[src/hw/ctr_pkg.sv]
/*
 * Constants for the five-counter gating and command decode block.
 * Assumes the user includes this package before the design modules.
 */
`default_nettype none
package ctr_pkg;
    localparam int NUM_CTR = 5;
    localparam int CNT_W = 16;
    // --------------------------------------------------------------
    // Counter mode setup field positions
    // --------------------------------------------------------------
    localparam int MODE_REPEAT_BIT = 5;
    localparam int MODE_RELOAD_ALT_BIT = 6;
    localparam int MODE_RETRIG_BIT = 7;
    localparam int MODE_SRC_LO = 8;
    localparam int MODE_SRC_HI = 11;
    localparam int MODE_POL_BIT = 12;
    localparam int MODE_GATE_LO = 13;
    localparam int MODE_GATE_HI = 15;
    localparam logic [15:0] MODE_RESET = 16'h0000;
    // --------------------------------------------------------------
    // Gating codes
    // --------------------------------------------------------------
    localparam logic [2:0] GATE_NONE = 3'h0;
    localparam logic [2:0] GATE_LOWER_TC = 3'h1;
    localparam logic [2:0] GATE_NEXT_HI = 3'h2;
    localparam logic [2:0] GATE_NEXT_LO = 3'h3;
    localparam logic [2:0] GATE_OWN_HI = 3'h4;
    localparam logic [2:0] GATE_OWN_LO = 3'h5;
    localparam logic [2:0] GATE_EDGE_HI = 3'h6;
    localparam logic [2:0] GATE_EDGE_LO = 3'h7;
    // --------------------------------------------------------------
    // Source select ranges
    // --------------------------------------------------------------
    localparam logic [3:0] SRC_LOWER_TC = 4'h0;
    localparam logic [3:0] SRC_PIN_BASE = 4'h1;
    localparam logic [3:0] SRC_GATE_BASE = 4'h6;
    localparam logic [3:0] SRC_TAP_BASE = 4'hB;
    // --------------------------------------------------------------
    // Command opcodes
    // --------------------------------------------------------------
    localparam logic [2:0] OP_POINTER = 3'h0;
    localparam logic [2:0] OP_ARM = 3'h1;
    localparam logic [2:0] OP_LOAD = 3'h2;
    localparam logic [2:0] OP_LOAD_ARM = 3'h3;
    localparam logic [2:0] OP_DISARM_SAVE = 3'h4;
    localparam logic [2:0] OP_SAVE = 3'h5;
    localparam logic [2:0] OP_DISARM = 3'h6;
    localparam logic [2:0] OP_SINGLE = 3'h7;
    localparam logic [1:0] SUB_CLEAR = 2'h0;
    localparam logic [1:0] SUB_SET = 2'h1;
    localparam logic [1:0] SUB_STEP = 2'h2;
    localparam logic [1:0] SUB_MISC = 2'h3;
    localparam logic [2:0] NUM_POINTER_SEQ = 3'h0;
    localparam logic [2:0] NUM_FREQ_OUT = 3'h6;
    localparam logic [2:0] NUM_WIDE_BUS = 3'h7;
    localparam logic [7:0] CMD_PREFETCH_ON = 8'hF8;
    localparam logic [7:0] CMD_PREFETCH_OFF = 8'hF9;
    localparam logic [7:0] CMD_MASTER_RESET = 8'hFF;
    localparam logic [2:0] PTR_GROUP_BAD_A = 3'h0;
    localparam logic [2:0] PTR_GROUP_BAD_B = 3'h6;
endpackage
`default_nettype wire

[src/hw/ctr_slice.sv]
/*
 * One 16-bit down counter with load/hold registers, retrigger,
 * gating and reload logic.
 * Assumes qualified events arrive as one-cycle strobes on CLK_I.
 */
`default_nettype none
module ctr_slice #(
    parameter int CNT_W = 16
) (
    input wire logic clk_i,
    input wire logic rst_b_i,
    input wire logic en_i,
    input wire logic [15:0] mode_i,
    input wire logic [CNT_W-1:0] load_val_i,
    input wire logic src_edge_i,
    input wire logic gate_ok_i,
    input wire logic gate_act_edge_i,
    input wire logic own_gate_i,
    input wire logic arm_i,
    input wire logic disarm_i,
    input wire logic load_i,
    input wire logic save_i,
    input wire logic step_i,
    input wire logic tog_set_i,
    input wire logic tog_clr_i,
    output logic [CNT_W-1:0] count_o,
    output logic [CNT_W-1:0] hold_o,
    output logic tc_o,
    output logic tog_o,
    output logic armed_o
);
    logic [CNT_W-1:0] count_q, count_d, hold_q, hold_d, reload;
    logic armed_q, armed_d, retrig_q, retrig_d, tog_q, tog_d;
    logic tc_q, tc_d, run_q, run_d, tick, edge_mode, gated;
    logic [2:0] gm;
    always_comb begin
        gm = mode_i[ctr_pkg::MODE_GATE_HI:ctr_pkg::MODE_GATE_LO];
        edge_mode = gm[2] & gm[1];
        gated = gm != ctr_pkg::GATE_NONE;
        // Gate picks reload source only when ungated
        reload = load_val_i;
        if (!gated && mode_i[ctr_pkg::MODE_RETRIG_BIT] &&
            mode_i[ctr_pkg::MODE_RELOAD_ALT_BIT] && own_gate_i) begin
            reload = hold_q; // RQ6
        end
        count_d = count_q;
        hold_d = hold_q;
        armed_d = armed_q;
        retrig_d = retrig_q;
        tog_d = tog_q;
        tc_d = 1'b0;
        run_d = run_q;
        // Edge gating runs once started
        tick = (src_edge_i && armed_q &&
                (edge_mode ? run_q : gate_ok_i)) || step_i; // RQ3 RQ25
        if (save_i) begin
            hold_d = count_q;
        end
        if ((tick || load_i) && retrig_q) begin
            count_d = load_val_i; // RQ2 RQ4
            retrig_d = 1'b0;
        end else if (load_i) begin
            count_d = reload;
        end else if (tick) begin
            if (count_q == CNT_W'(1)) begin
                count_d = reload; // RQ23
                tc_d = 1'b1;
                tog_d = ~tog_q;
                if (!mode_i[ctr_pkg::MODE_REPEAT_BIT]) begin
                    armed_d = 1'b0; // RQ24
                end
                if (edge_mode) begin
                    run_d = 1'b0;
                end
            end else begin
                count_d = count_q - CNT_W'(1);
            end
        end
        // Set after the clears, so a gate edge with repeat on is never lost; without repeat it is ignored while run is set
        if (edge_mode && gate_act_edge_i &&
            (mode_i[ctr_pkg::MODE_REPEAT_BIT] || !run_q)) begin
            run_d = 1'b1; // RQ12 RQ13
        end
        if (gated && mode_i[ctr_pkg::MODE_RETRIG_BIT] &&
            gate_act_edge_i) begin
            hold_d = count_q; // RQ1 RQ5
            retrig_d = 1'b1;
        end
        if (disarm_i) begin
            armed_d = 1'b0;
        end
        if (arm_i) begin
            armed_d = 1'b1;
        end
        if (tog_set_i) begin
            tog_d = 1'b1;
        end else if (tog_clr_i) begin
            tog_d = 1'b0;
        end
    end
    always_ff @(posedge clk_i or negedge rst_b_i) begin
        if (!rst_b_i) begin
            count_q <= '0;
            hold_q <= '0;
            armed_q <= 1'b0;
            retrig_q <= 1'b0;
            tog_q <= 1'b0;
            tc_q <= 1'b0;
            run_q <= 1'b0;
        end else if (en_i) begin
            count_q <= count_d;
            hold_q <= hold_d;
            armed_q <= armed_d;
            retrig_q <= retrig_d;
            tog_q <= tog_d;
            tc_q <= tc_d;
            run_q <= run_d;
        end
    end
    assign count_o = count_q;
    assign hold_o = hold_q;
    assign tc_o = tc_q;
    assign tog_o = tog_q;
    assign armed_o = armed_q;
endmodule
`default_nettype wire

[src/hw/ctr_gate_cmd.sv]
/*
 * Top of the five-counter gating, source selection and command decode.
 * Assumes pins are asynchronous to CLK_I and the host writes commands
 * and mode words synchronously with a one-cycle strobe.
 */
// Overview of operation
// RQ1 - Retrigger gate edge saves count into hold
// RQ2 - First qualified edge after retrigger loads counter
// RQ3 - Qualified edge needs armed and gated on
// RQ4 - Load or step after retrigger acts as edge
// RQ5 - Retrigger bit enables retrigger when gating selected
// RQ6 - Ungated retrigger bit lets gate pick reload
// RQ7 - Polarity bit picks rising or falling source
// RQ8 - Four-bit select picks one of sixteen sources
// RQ9 - Code 000 counts whenever armed
// RQ10 - Codes 100/101 own gate high/low level
// RQ11 - Codes 010/011 use neighbour gate pins
// RQ12 - Codes 110/111 start counting on gate edge
// RQ13 - Repeat edge gating restarts after terminal count
// RQ14 - Code 001 gates by lower terminal count
// RQ15 - Host writes each command as one byte
// RQ16 - Host never writes unassigned command codes
// RQ17 - Group commands act on each selected counter
// RQ18 - Single commands address counters one to five
// RQ19 - Pointer opcode loads element and group fields
// RQ20 - Top bits select arm, load, save, disarm
// RQ21 - Set, clear toggle and step single counter
// RQ22 - Master mode bit commands and master reset
// RQ23 - Terminal count reloads from load or hold
// RQ24 - Repeat bit clear disarms after one cycle
// RQ25 - Step applies exactly one count
`default_nettype none
module ctr_gate_cmd #(
    parameter int NUM_CTR = ctr_pkg::NUM_CTR,
    parameter int CNT_W = ctr_pkg::CNT_W
) (
    input wire logic CLK_I,
    input wire logic RST_B_I,
    input wire logic CE_I,
    input wire logic CMD_WR_I,
    input wire logic [7:0] CMD_DATA_I,
    input wire logic MODE_WR_I,
    input wire logic [2:0] MODE_SEL_I,
    input wire logic [15:0] MODE_DATA_I,
    input wire logic LOAD_WR_I,
    input wire logic [CNT_W-1:0] LOAD_DATA_I,
    input wire logic [NUM_CTR-1:0] COUNT_SOURCE_PIN_I,
    input wire logic [NUM_CTR-1:0] COUNTER_GATE_PIN_I,
    input wire logic [NUM_CTR-1:0] FREQ_TAP_I,
    output logic [NUM_CTR*CNT_W-1:0] COUNT_O,
    output logic [NUM_CTR*CNT_W-1:0] HOLD_O,
    output logic [NUM_CTR-1:0] TERMINAL_COUNT_O,
    output logic [NUM_CTR-1:0] TOGGLE_O,
    output logic [NUM_CTR-1:0] ARMED_O,
    output logic [1:0] POINTER_ELEMENT_FIELD_O,
    output logic [2:0] POINTER_GROUP_FIELD_O,
    output logic POINTER_SEQUENCING_DISABLE_O,
    output logic FREQ_OUT_GATE_OFF_O,
    output logic WIDE_BUS_SELECT_O,
    output logic PREFETCH_ENABLE_O
);
    // --------------------------------------------------------------
    // Reset release and pin synchronisers
    // --------------------------------------------------------------
    logic [1:0] rst_sync_q;
    logic rst_b;
    always_ff @(posedge CLK_I or negedge RST_B_I) begin
        if (!RST_B_I) begin
            rst_sync_q <= 2'h0;
        end else begin
            rst_sync_q <= {rst_sync_q[0], 1'b1};
        end
    end
    assign rst_b = rst_sync_q[1];

    localparam int NPIN = 3 * NUM_CTR;
    logic [NPIN-1:0] pin_raw, s1_q, s2_q, s3_q, pin_lvl_q, pin_lvl_d;
    assign pin_raw = {FREQ_TAP_I, COUNTER_GATE_PIN_I, COUNT_SOURCE_PIN_I};
    always_comb begin
        pin_lvl_d = pin_lvl_q;
        for (int i = 0; i < NPIN; i++) begin
            if (s2_q[i] == s3_q[i]) begin
                pin_lvl_d[i] = s2_q[i];
            end
        end
    end
    always_ff @(posedge CLK_I or negedge rst_b) begin
        if (!rst_b) begin
            s1_q <= '0;
            s2_q <= '0;
            s3_q <= '0;
            pin_lvl_q <= '0;
        end else if (CE_I) begin
            s1_q <= pin_raw;
            s2_q <= s1_q;
            s3_q <= s2_q;
            pin_lvl_q <= pin_lvl_d;
        end
    end
    logic [NUM_CTR-1:0] src_lvl, gate_lvl, tap_lvl;
    assign src_lvl = pin_lvl_q[NUM_CTR-1:0];
    assign gate_lvl = pin_lvl_q[2*NUM_CTR-1:NUM_CTR];
    assign tap_lvl = pin_lvl_q[NPIN-1:2*NUM_CTR];

    // --------------------------------------------------------------
    // Command and mode registers
    // --------------------------------------------------------------
    logic [15:0] mode_q [NUM_CTR];
    logic [15:0] mode_d [NUM_CTR];
    logic [CNT_W-1:0] load_q [NUM_CTR];
    logic [CNT_W-1:0] load_d [NUM_CTR];
    logic [1:0] elem_q, elem_d;
    logic [2:0] group_q, group_d;
    logic seq_dis_q, seq_dis_d, divided_frequency_output_off_q, divided_frequency_output_off_d;
    logic wide_q, wide_d, pref_q, pref_d, mreset;
    logic [2:0] op, num;
    logic [1:0] sub;
    logic [NUM_CTR-1:0] sel, nsel;
    logic [NUM_CTR-1:0] c_arm, c_dis, c_load, c_save, c_step, c_set, c_clr;

    always_comb begin
        op = CMD_DATA_I[7:5];
        sub = CMD_DATA_I[4:3];
        num = CMD_DATA_I[2:0];
        sel = CMD_WR_I ? CMD_DATA_I[NUM_CTR-1:0] : '0; // RQ15 RQ17
        nsel = '0;
        for (int i = 0; i < NUM_CTR; i++) begin
            nsel[i] = CMD_WR_I && op == ctr_pkg::OP_SINGLE &&
                      num == 3'(i + 1); // RQ18
        end
        c_arm = (op == ctr_pkg::OP_ARM || op == ctr_pkg::OP_LOAD_ARM)
                ? sel : '0; // RQ20
        c_load = (op == ctr_pkg::OP_LOAD || op == ctr_pkg::OP_LOAD_ARM)
                ? sel : '0;
        c_dis = (op == ctr_pkg::OP_DISARM || op == ctr_pkg::OP_DISARM_SAVE)
                ? sel : '0;
        c_save = (op == ctr_pkg::OP_SAVE || op == ctr_pkg::OP_DISARM_SAVE)
                ? sel : '0;
        c_set = sub == ctr_pkg::SUB_SET ? nsel : '0; // RQ21
        c_clr = sub == ctr_pkg::SUB_CLEAR ? nsel : '0;
        c_step = sub == ctr_pkg::SUB_STEP ? nsel : '0;
        mreset = CMD_WR_I && CMD_DATA_I == ctr_pkg::CMD_MASTER_RESET;
        elem_d = elem_q;
        group_d = group_q;
        // Reserved groups ignored
        if (CMD_WR_I && op == ctr_pkg::OP_POINTER &&
            num != ctr_pkg::PTR_GROUP_BAD_A &&
            num != ctr_pkg::PTR_GROUP_BAD_B) begin
            elem_d = CMD_DATA_I[4:3]; // RQ19
            group_d = num;
        end
        seq_dis_d = seq_dis_q;
        divided_frequency_output_off_d = divided_frequency_output_off_q;
        wide_d = wide_q;
        pref_d = pref_q;
        if (CMD_WR_I && op == ctr_pkg::OP_SINGLE &&
            (sub == ctr_pkg::SUB_SET || sub == ctr_pkg::SUB_CLEAR)) begin
            case (num)
                ctr_pkg::NUM_POINTER_SEQ: seq_dis_d = sub[0]; // RQ22
                ctr_pkg::NUM_FREQ_OUT: divided_frequency_output_off_d = sub[0];
                ctr_pkg::NUM_WIDE_BUS: wide_d = sub[0];
                default: ;
            endcase
        end
        if (CMD_WR_I && CMD_DATA_I == ctr_pkg::CMD_PREFETCH_ON) begin
            pref_d = 1'b1;
        end
        if (CMD_WR_I && CMD_DATA_I == ctr_pkg::CMD_PREFETCH_OFF) begin
            pref_d = 1'b0;
        end
        for (int i = 0; i < NUM_CTR; i++) begin
            mode_d[i] = mode_q[i];
            load_d[i] = load_q[i];
            if (MODE_WR_I && MODE_SEL_I == 3'(i + 1)) begin
                mode_d[i] = MODE_DATA_I;
            end
            if (LOAD_WR_I && MODE_SEL_I == 3'(i + 1)) begin
                load_d[i] = LOAD_DATA_I;
            end
        end
    end
    always_ff @(posedge CLK_I or negedge rst_b) begin
        if (!rst_b) begin
            elem_q <= '0;
            group_q <= '0;
            seq_dis_q <= 1'b0;
            divided_frequency_output_off_q <= 1'b0;
            wide_q <= 1'b0;
            pref_q <= 1'b0;
            for (int i = 0; i < NUM_CTR; i++) begin
                mode_q[i] <= ctr_pkg::MODE_RESET;
                load_q[i] <= '0;
            end
        end else if (CE_I) begin
            if (mreset) begin
                elem_q <= '0;
                group_q <= '0;
                seq_dis_q <= 1'b0;
                divided_frequency_output_off_q <= 1'b0;
                wide_q <= 1'b0;
                pref_q <= 1'b0;
                for (int i = 0; i < NUM_CTR; i++) begin
                    mode_q[i] <= ctr_pkg::MODE_RESET;
                    load_q[i] <= '0;
                end
            end else begin
                elem_q <= elem_d;
                group_q <= group_d;
                seq_dis_q <= seq_dis_d;
                divided_frequency_output_off_q <= divided_frequency_output_off_d;
                wide_q <= wide_d;
                pref_q <= pref_d;
                mode_q <= mode_d;
                load_q <= load_d;
            end
        end
    end

    // --------------------------------------------------------------
    // Per-counter source and gate selection
    // --------------------------------------------------------------
    logic [NUM_CTR-1:0] tc, src_prev_q, gate_prev_q;
    genvar g;
    generate
        for (g = 0; g < NUM_CTR; g++) begin : gen_ctr
            localparam int LO = (g + NUM_CTR - 1) % NUM_CTR;
            localparam int HI = (g + 1) % NUM_CTR;
            logic [15:0] m;
            logic [3:0] ssel;
            logic [2:0] gm;
            logic src_lvl_sel, src_lvl_pol, src_edge, gate_ok, act_lvl;
            logic gate_edge;
            assign m = mode_q[g];
            assign ssel = m[ctr_pkg::MODE_SRC_HI:ctr_pkg::MODE_SRC_LO];
            assign gm = m[ctr_pkg::MODE_GATE_HI:ctr_pkg::MODE_GATE_LO];
            always_comb begin
                // Lower terminal count feeds as a level pulse
                src_lvl_sel = tc[LO]; // RQ8
                if (ssel >= ctr_pkg::SRC_TAP_BASE) begin
                    src_lvl_sel = tap_lvl[3'(ssel - ctr_pkg::SRC_TAP_BASE)];
                end else if (ssel >= ctr_pkg::SRC_GATE_BASE) begin
                    src_lvl_sel = gate_lvl[3'(ssel - ctr_pkg::SRC_GATE_BASE)];
                end else if (ssel >= ctr_pkg::SRC_PIN_BASE) begin
                    src_lvl_sel = src_lvl[3'(ssel - ctr_pkg::SRC_PIN_BASE)];
                end
                src_lvl_pol = src_lvl_sel ^ m[ctr_pkg::MODE_POL_BIT]; // RQ7
                case (gm)
                    ctr_pkg::GATE_NONE: gate_ok = 1'b1; // RQ9
                    ctr_pkg::GATE_LOWER_TC: gate_ok = tc[LO]; // RQ14
                    ctr_pkg::GATE_NEXT_HI: gate_ok = gate_lvl[HI]; // RQ11
                    ctr_pkg::GATE_NEXT_LO: gate_ok = gate_lvl[LO];
                    ctr_pkg::GATE_OWN_HI: gate_ok = gate_lvl[g]; // RQ10
                    ctr_pkg::GATE_OWN_LO: gate_ok = ~gate_lvl[g];
                    default: gate_ok = 1'b1; // RQ12
                endcase
                act_lvl = (gm == ctr_pkg::GATE_OWN_LO ||
                           gm == ctr_pkg::GATE_EDGE_LO) ? ~gate_lvl[g] :
                          (gm == ctr_pkg::GATE_NEXT_HI) ? gate_lvl[HI] :
                          (gm == ctr_pkg::GATE_NEXT_LO) ? gate_lvl[LO] :
                          (gm == ctr_pkg::GATE_LOWER_TC) ? tc[LO] :
                          gate_lvl[g];
            end
            assign src_edge = src_lvl_pol && !src_prev_q[g];
            assign gate_edge = act_lvl && !gate_prev_q[g];
            always_ff @(posedge CLK_I or negedge rst_b) begin
                if (!rst_b) begin
                    src_prev_q[g] <= 1'b1;
                    gate_prev_q[g] <= 1'b1;
                end else if (CE_I) begin
                    src_prev_q[g] <= src_lvl_pol;
                    gate_prev_q[g] <= act_lvl;
                end
            end
            ctr_slice #(
                .CNT_W(CNT_W)
            ) u_slice (
                .clk_i(CLK_I),
                .rst_b_i(rst_b),
                .en_i(CE_I),
                .mode_i(m),
                .load_val_i(load_q[g]),
                .src_edge_i(src_edge),
                .gate_ok_i(gate_ok),
                .gate_act_edge_i(gate_edge),
                .own_gate_i(gate_lvl[g]),
                .arm_i(c_arm[g]),
                .disarm_i(c_dis[g]),
                .load_i(c_load[g]),
                .save_i(c_save[g]),
                .step_i(c_step[g]),
                .tog_set_i(c_set[g]),
                .tog_clr_i(c_clr[g]),
                .count_o(COUNT_O[g*CNT_W +: CNT_W]),
                .hold_o(HOLD_O[g*CNT_W +: CNT_W]),
                .tc_o(tc[g]),
                .tog_o(TOGGLE_O[g]),
                .armed_o(ARMED_O[g])
            );
        end
    endgenerate
    assign TERMINAL_COUNT_O = tc;
    assign POINTER_ELEMENT_FIELD_O = elem_q;
    assign POINTER_GROUP_FIELD_O = group_q;
    assign POINTER_SEQUENCING_DISABLE_O = seq_dis_q;
    assign FREQ_OUT_GATE_OFF_O = divided_frequency_output_off_q;
    assign WIDE_BUS_SELECT_O = wide_q;
    assign PREFETCH_ENABLE_O = pref_q;
endmodule
`default_nettype wire

[config.mk]
export PLATFORM = sky130hd
export DESIGN_NAME = ctr_gate_cmd
export DESIGN_NICKNAME = d
export VERILOG_FILES = /design/src/hw/ctr_pkg.sv /design/src/hw/ctr_slice.sv /design/src/hw/ctr_gate_cmd.sv
export SDC_FILE = /design/constraint.sdc
export NUM_CORES = 1
export LEC_CHECK = 0
export BUFFER_PORTS_ARGS = -buffer_cell sky130_fd_sc_hd__buf_2
export CAP_MARGIN = 40
export CORE_MARGIN = 2
export CORE_UTILIZATION = 45
export DETAILED_ROUTE_END_ITERATION = 10
export GPL_ROUTABILITY_DRIVEN = 0
export PLACE_DENSITY = 0.61
export SETUP_SLACK_MARGIN = 0.05
export SYNTH_ARGS = -nofsm -noshare
export SYNTH_HDL_FRONTEND = slang
export SYNTH_HIERARCHICAL = 1
export SYNTH_SLANG_ARGS = --single-unit
[constraint.sdc]
create_clock -name CLK_I -period 15.6 [get_ports CLK_I]
set_clock_uncertainty 0.2 [all_clocks]
set_input_delay 3.12 -clock CLK_I [delete_from_list [all_inputs] [get_ports CLK_I]]
set_output_delay 3.12 -clock CLK_I [all_outputs]
set_load 0.005 [all_outputs]
==> results.md <==
* Status: completed
* Critical Path AT at 6.10 ns
* Syn_area_per_cell at between 10 and 15 sq um
* Grt ovf at 0
* CP Launch Type: primary input
* CTS root buf: clkbuf_16
* GR Util All Layers at 0.250
* # rows at 81
* Routed Antenna Nets at 0
* Max_slew headroom at 0.403
* Final Cycle Share at 0.374
* # hold bufs at CTS at 0
* Detail-routed via count per cell at 5.87
* Die height at 227 microns
* Buffers inserted by post-CTS timing repair at 0
* CP Cell Sequence: buf_6 -> buf_4 -> nand3_1 -> o21ai_2 -> mux2_2
* Cell family with most CP delay: buffers and inverters
* Yosys warnings at 6
* Clk sink count at between 400 and 500
* Syn_nets at 2192
* Worst path bufs/invs at 2
* Number of port buffers at 242
* Max stage delay cell, worst path: buf_4
* Die width at about 230 microns
* Global-route wire length before repair at between 100000 and 150000 microns
* Layout cell share with drive strength beyond 1 at 0.310
* Final #Nets at 2404
* Final hold vios at 0
* DRC viols at 0
* Mapped cell area at 22400 sq um
* Kind of critical path: primary input to register
* Critical R2R Capture: gen_ctr[3].u_slice/count_o[7]
* Max Slew Vio Count at 0
* Die area at around 52000 sq um
* Flop-to-flop setup slack at 11.07 ns
* Filler cells at 4465
* Post_cts resized at 0
* Finish-stage setup viols at 0
* Core area at 49100 sq um
* Wirelength, routed at 64500 microns
* Pin count of the biggest net entering global routing at approximately 100
* Worst-case reg-to-reg path depth at 13
* VDD IR max at 0.0000823 V
* Crit. End Element: register
* Setup TNS at 0 ns
* Num ports at 248
* Req. time, crit path at 15.86 ns
* Pwr dens at 165 nW/um^2
* Starting Density at 0.456
* Hold Path Class: register to async pin
* Fmax at 171 MHz
* Hold slack at ~0.065 ns
* Leakage at 11.3 nW
* H-tree depth at 2
* Crit path max fanout at 97
* Non-filler cells, final at 3015
* DR pass1 iterations at 5
* Max-Cap Viols at 0
* CTS buffer count at between 40 and 50
* Layout area overhead at 14.8%
* Worst-Skew Late Latency at 0.58 ns
* CTS tree: yes
* Clk slew on worst S/H paths at approximately 0.06 ns
* Initial antenna violation count at 9
* Vias at 17700
* Max Buffers Root-to-Sink at 3
* Worst reg2reg path startpoint: gen_ctr[3].m[8]
* Inst Count DP at 2925
* DR iter-0 viols at 1330
* Worst-margin pin slew at slightly below 0.9 ns
* Synth Instances at 2098
* Min Tclk post-route at a little under 6 ns
* RSZ-0062 raised after global routing: false
* Number of global-route vias before repair at 17300
* HPWL after detailed placement at about 46000 microns
* Critical Path Max Stage Delay at 0.78 ns
* Post-DR wirelength/cell at 21.4 microns
-- cells in the final DEF, fill, tap and decap left out, drive strengths merged, types with 9 or more instances in the layout --
cell type	count
a211o	9
a211oi	24
a21oi	103
a221o	13
a22o	12
a31oi	20
and2	11
and3	34
and4	9
buf	284
clkbuf	74
dfrtp	391
dfstp	10
ha	30
inv	41
mux2	282
mux2i	40
mux4	10
nand2	167
nand2b	34
nand3	69
nand4	24
nor2	138
nor2b	61
nor3	59
nor3b	9
nor4	25
nor4b	9
o211ai	20
o21ai	91
o31ai	24
or3	13
or4	9
xnor2	28
xor2	43
-- cell type report --
class | instances | area (sq um) | share of cell area
diodes | 6 | 15.0 | 0.000584
clock buffers | 74 | 1380 | 0.0536
clock inverters | 9 | 77.6 | 0.00302
inverters | 40 | 150 | 0.00584
multi-input cells | 1537 | 11500 | 0.449
flip-flops and latches | 401 | 10100 | 0.391
well taps | 664 | 831 | 0.0323
repair buffers | 284 | 1650 | 0.0642
-- metrics by stage --
step	area, sq um	total power [W]	setup WS (ns)	util
after global routing	25700	0.00453	9.59	0.524
after global placement	23900	0.00313	9.13	0.488
after floorplan	22400	0.00268	3.41	-
after CTS	25700	0.00428	9.74	0.523
final	25700	0.00425	9.76	0.524
after detailed placement	24200	0.00320	9.14	0.494
-- worst max path at each step --
stage	from	to	slack (ns)	cells after the start
after detailed placement	CMD_DATA_I[6]	gen_ctr[0].u_slice/armed_o	9.14	9
after global placement	CMD_DATA_I[6]	gen_ctr[0].u_slice/count_o[9]	9.13	8
after floorplan	rst_sync_q[1]	FREQ_OUT_GATE_OFF_O	3.41	0
final	CE_I	gen_ctr[2].u_slice/hold_o[1]	9.76	5
after global routing	CE_I	gen_ctr[2].u_slice/hold_o[6]	9.59	5
after CTS	CMD_DATA_I[6]	gen_ctr[0].u_slice/armed_o	9.74	9
-- per-layer routing --
layer / GRT usage / vias to the layer above / wire length [microns]
li1: - / 8087 / -
met1: 0.350 / 8889 / 28700
met2: 0.392 / 585 / 29600
met3: 0.0318 / 124 / 3700
met4: 0.108 / 0 / 2510
met5: 0 / - / 0
-- power by group --
group          leakage (nW)  total (W)  switching [W]  internal (W)
Combinational          5.75    0.00129       0.000597      0.000692
Sequential             4.88    0.00191       0.000524       0.00138
Clock                 0.717    0.00106       0.000437      0.000618
-- flip-flops by register name, summed over array words and instances (netlist names), 2 cells and up --
| register | cells |
|---|---|
| gen_ctr.u_slice/count_o | 80 |
| gen_ctr.u_slice/hold_o | 80 |
| load_q | 80 |
| gen_ctr.m | 55 |
| pin_lvl_q | 15 |
| s1_q | 15 |
| s2_q | 15 |
| s3_q | 15 |
| gate_prev_q | 5 |
| gen_ctr.u_slice/armed_o | 5 |
| gen_ctr.u_slice/retrig_q | 5 |
| gen_ctr.u_slice/run_q | 5 |
| gen_ctr.u_slice/tc_o | 5 |
| gen_ctr.u_slice/tog_o | 5 |
| src_prev_q | 5 |
| POINTER_GROUP_FIELD_O | 3 |
| POINTER_ELEMENT_FIELD_O | 2 |
| rst_sync_q | 2 |
Power figures use the tool's default switching activity.
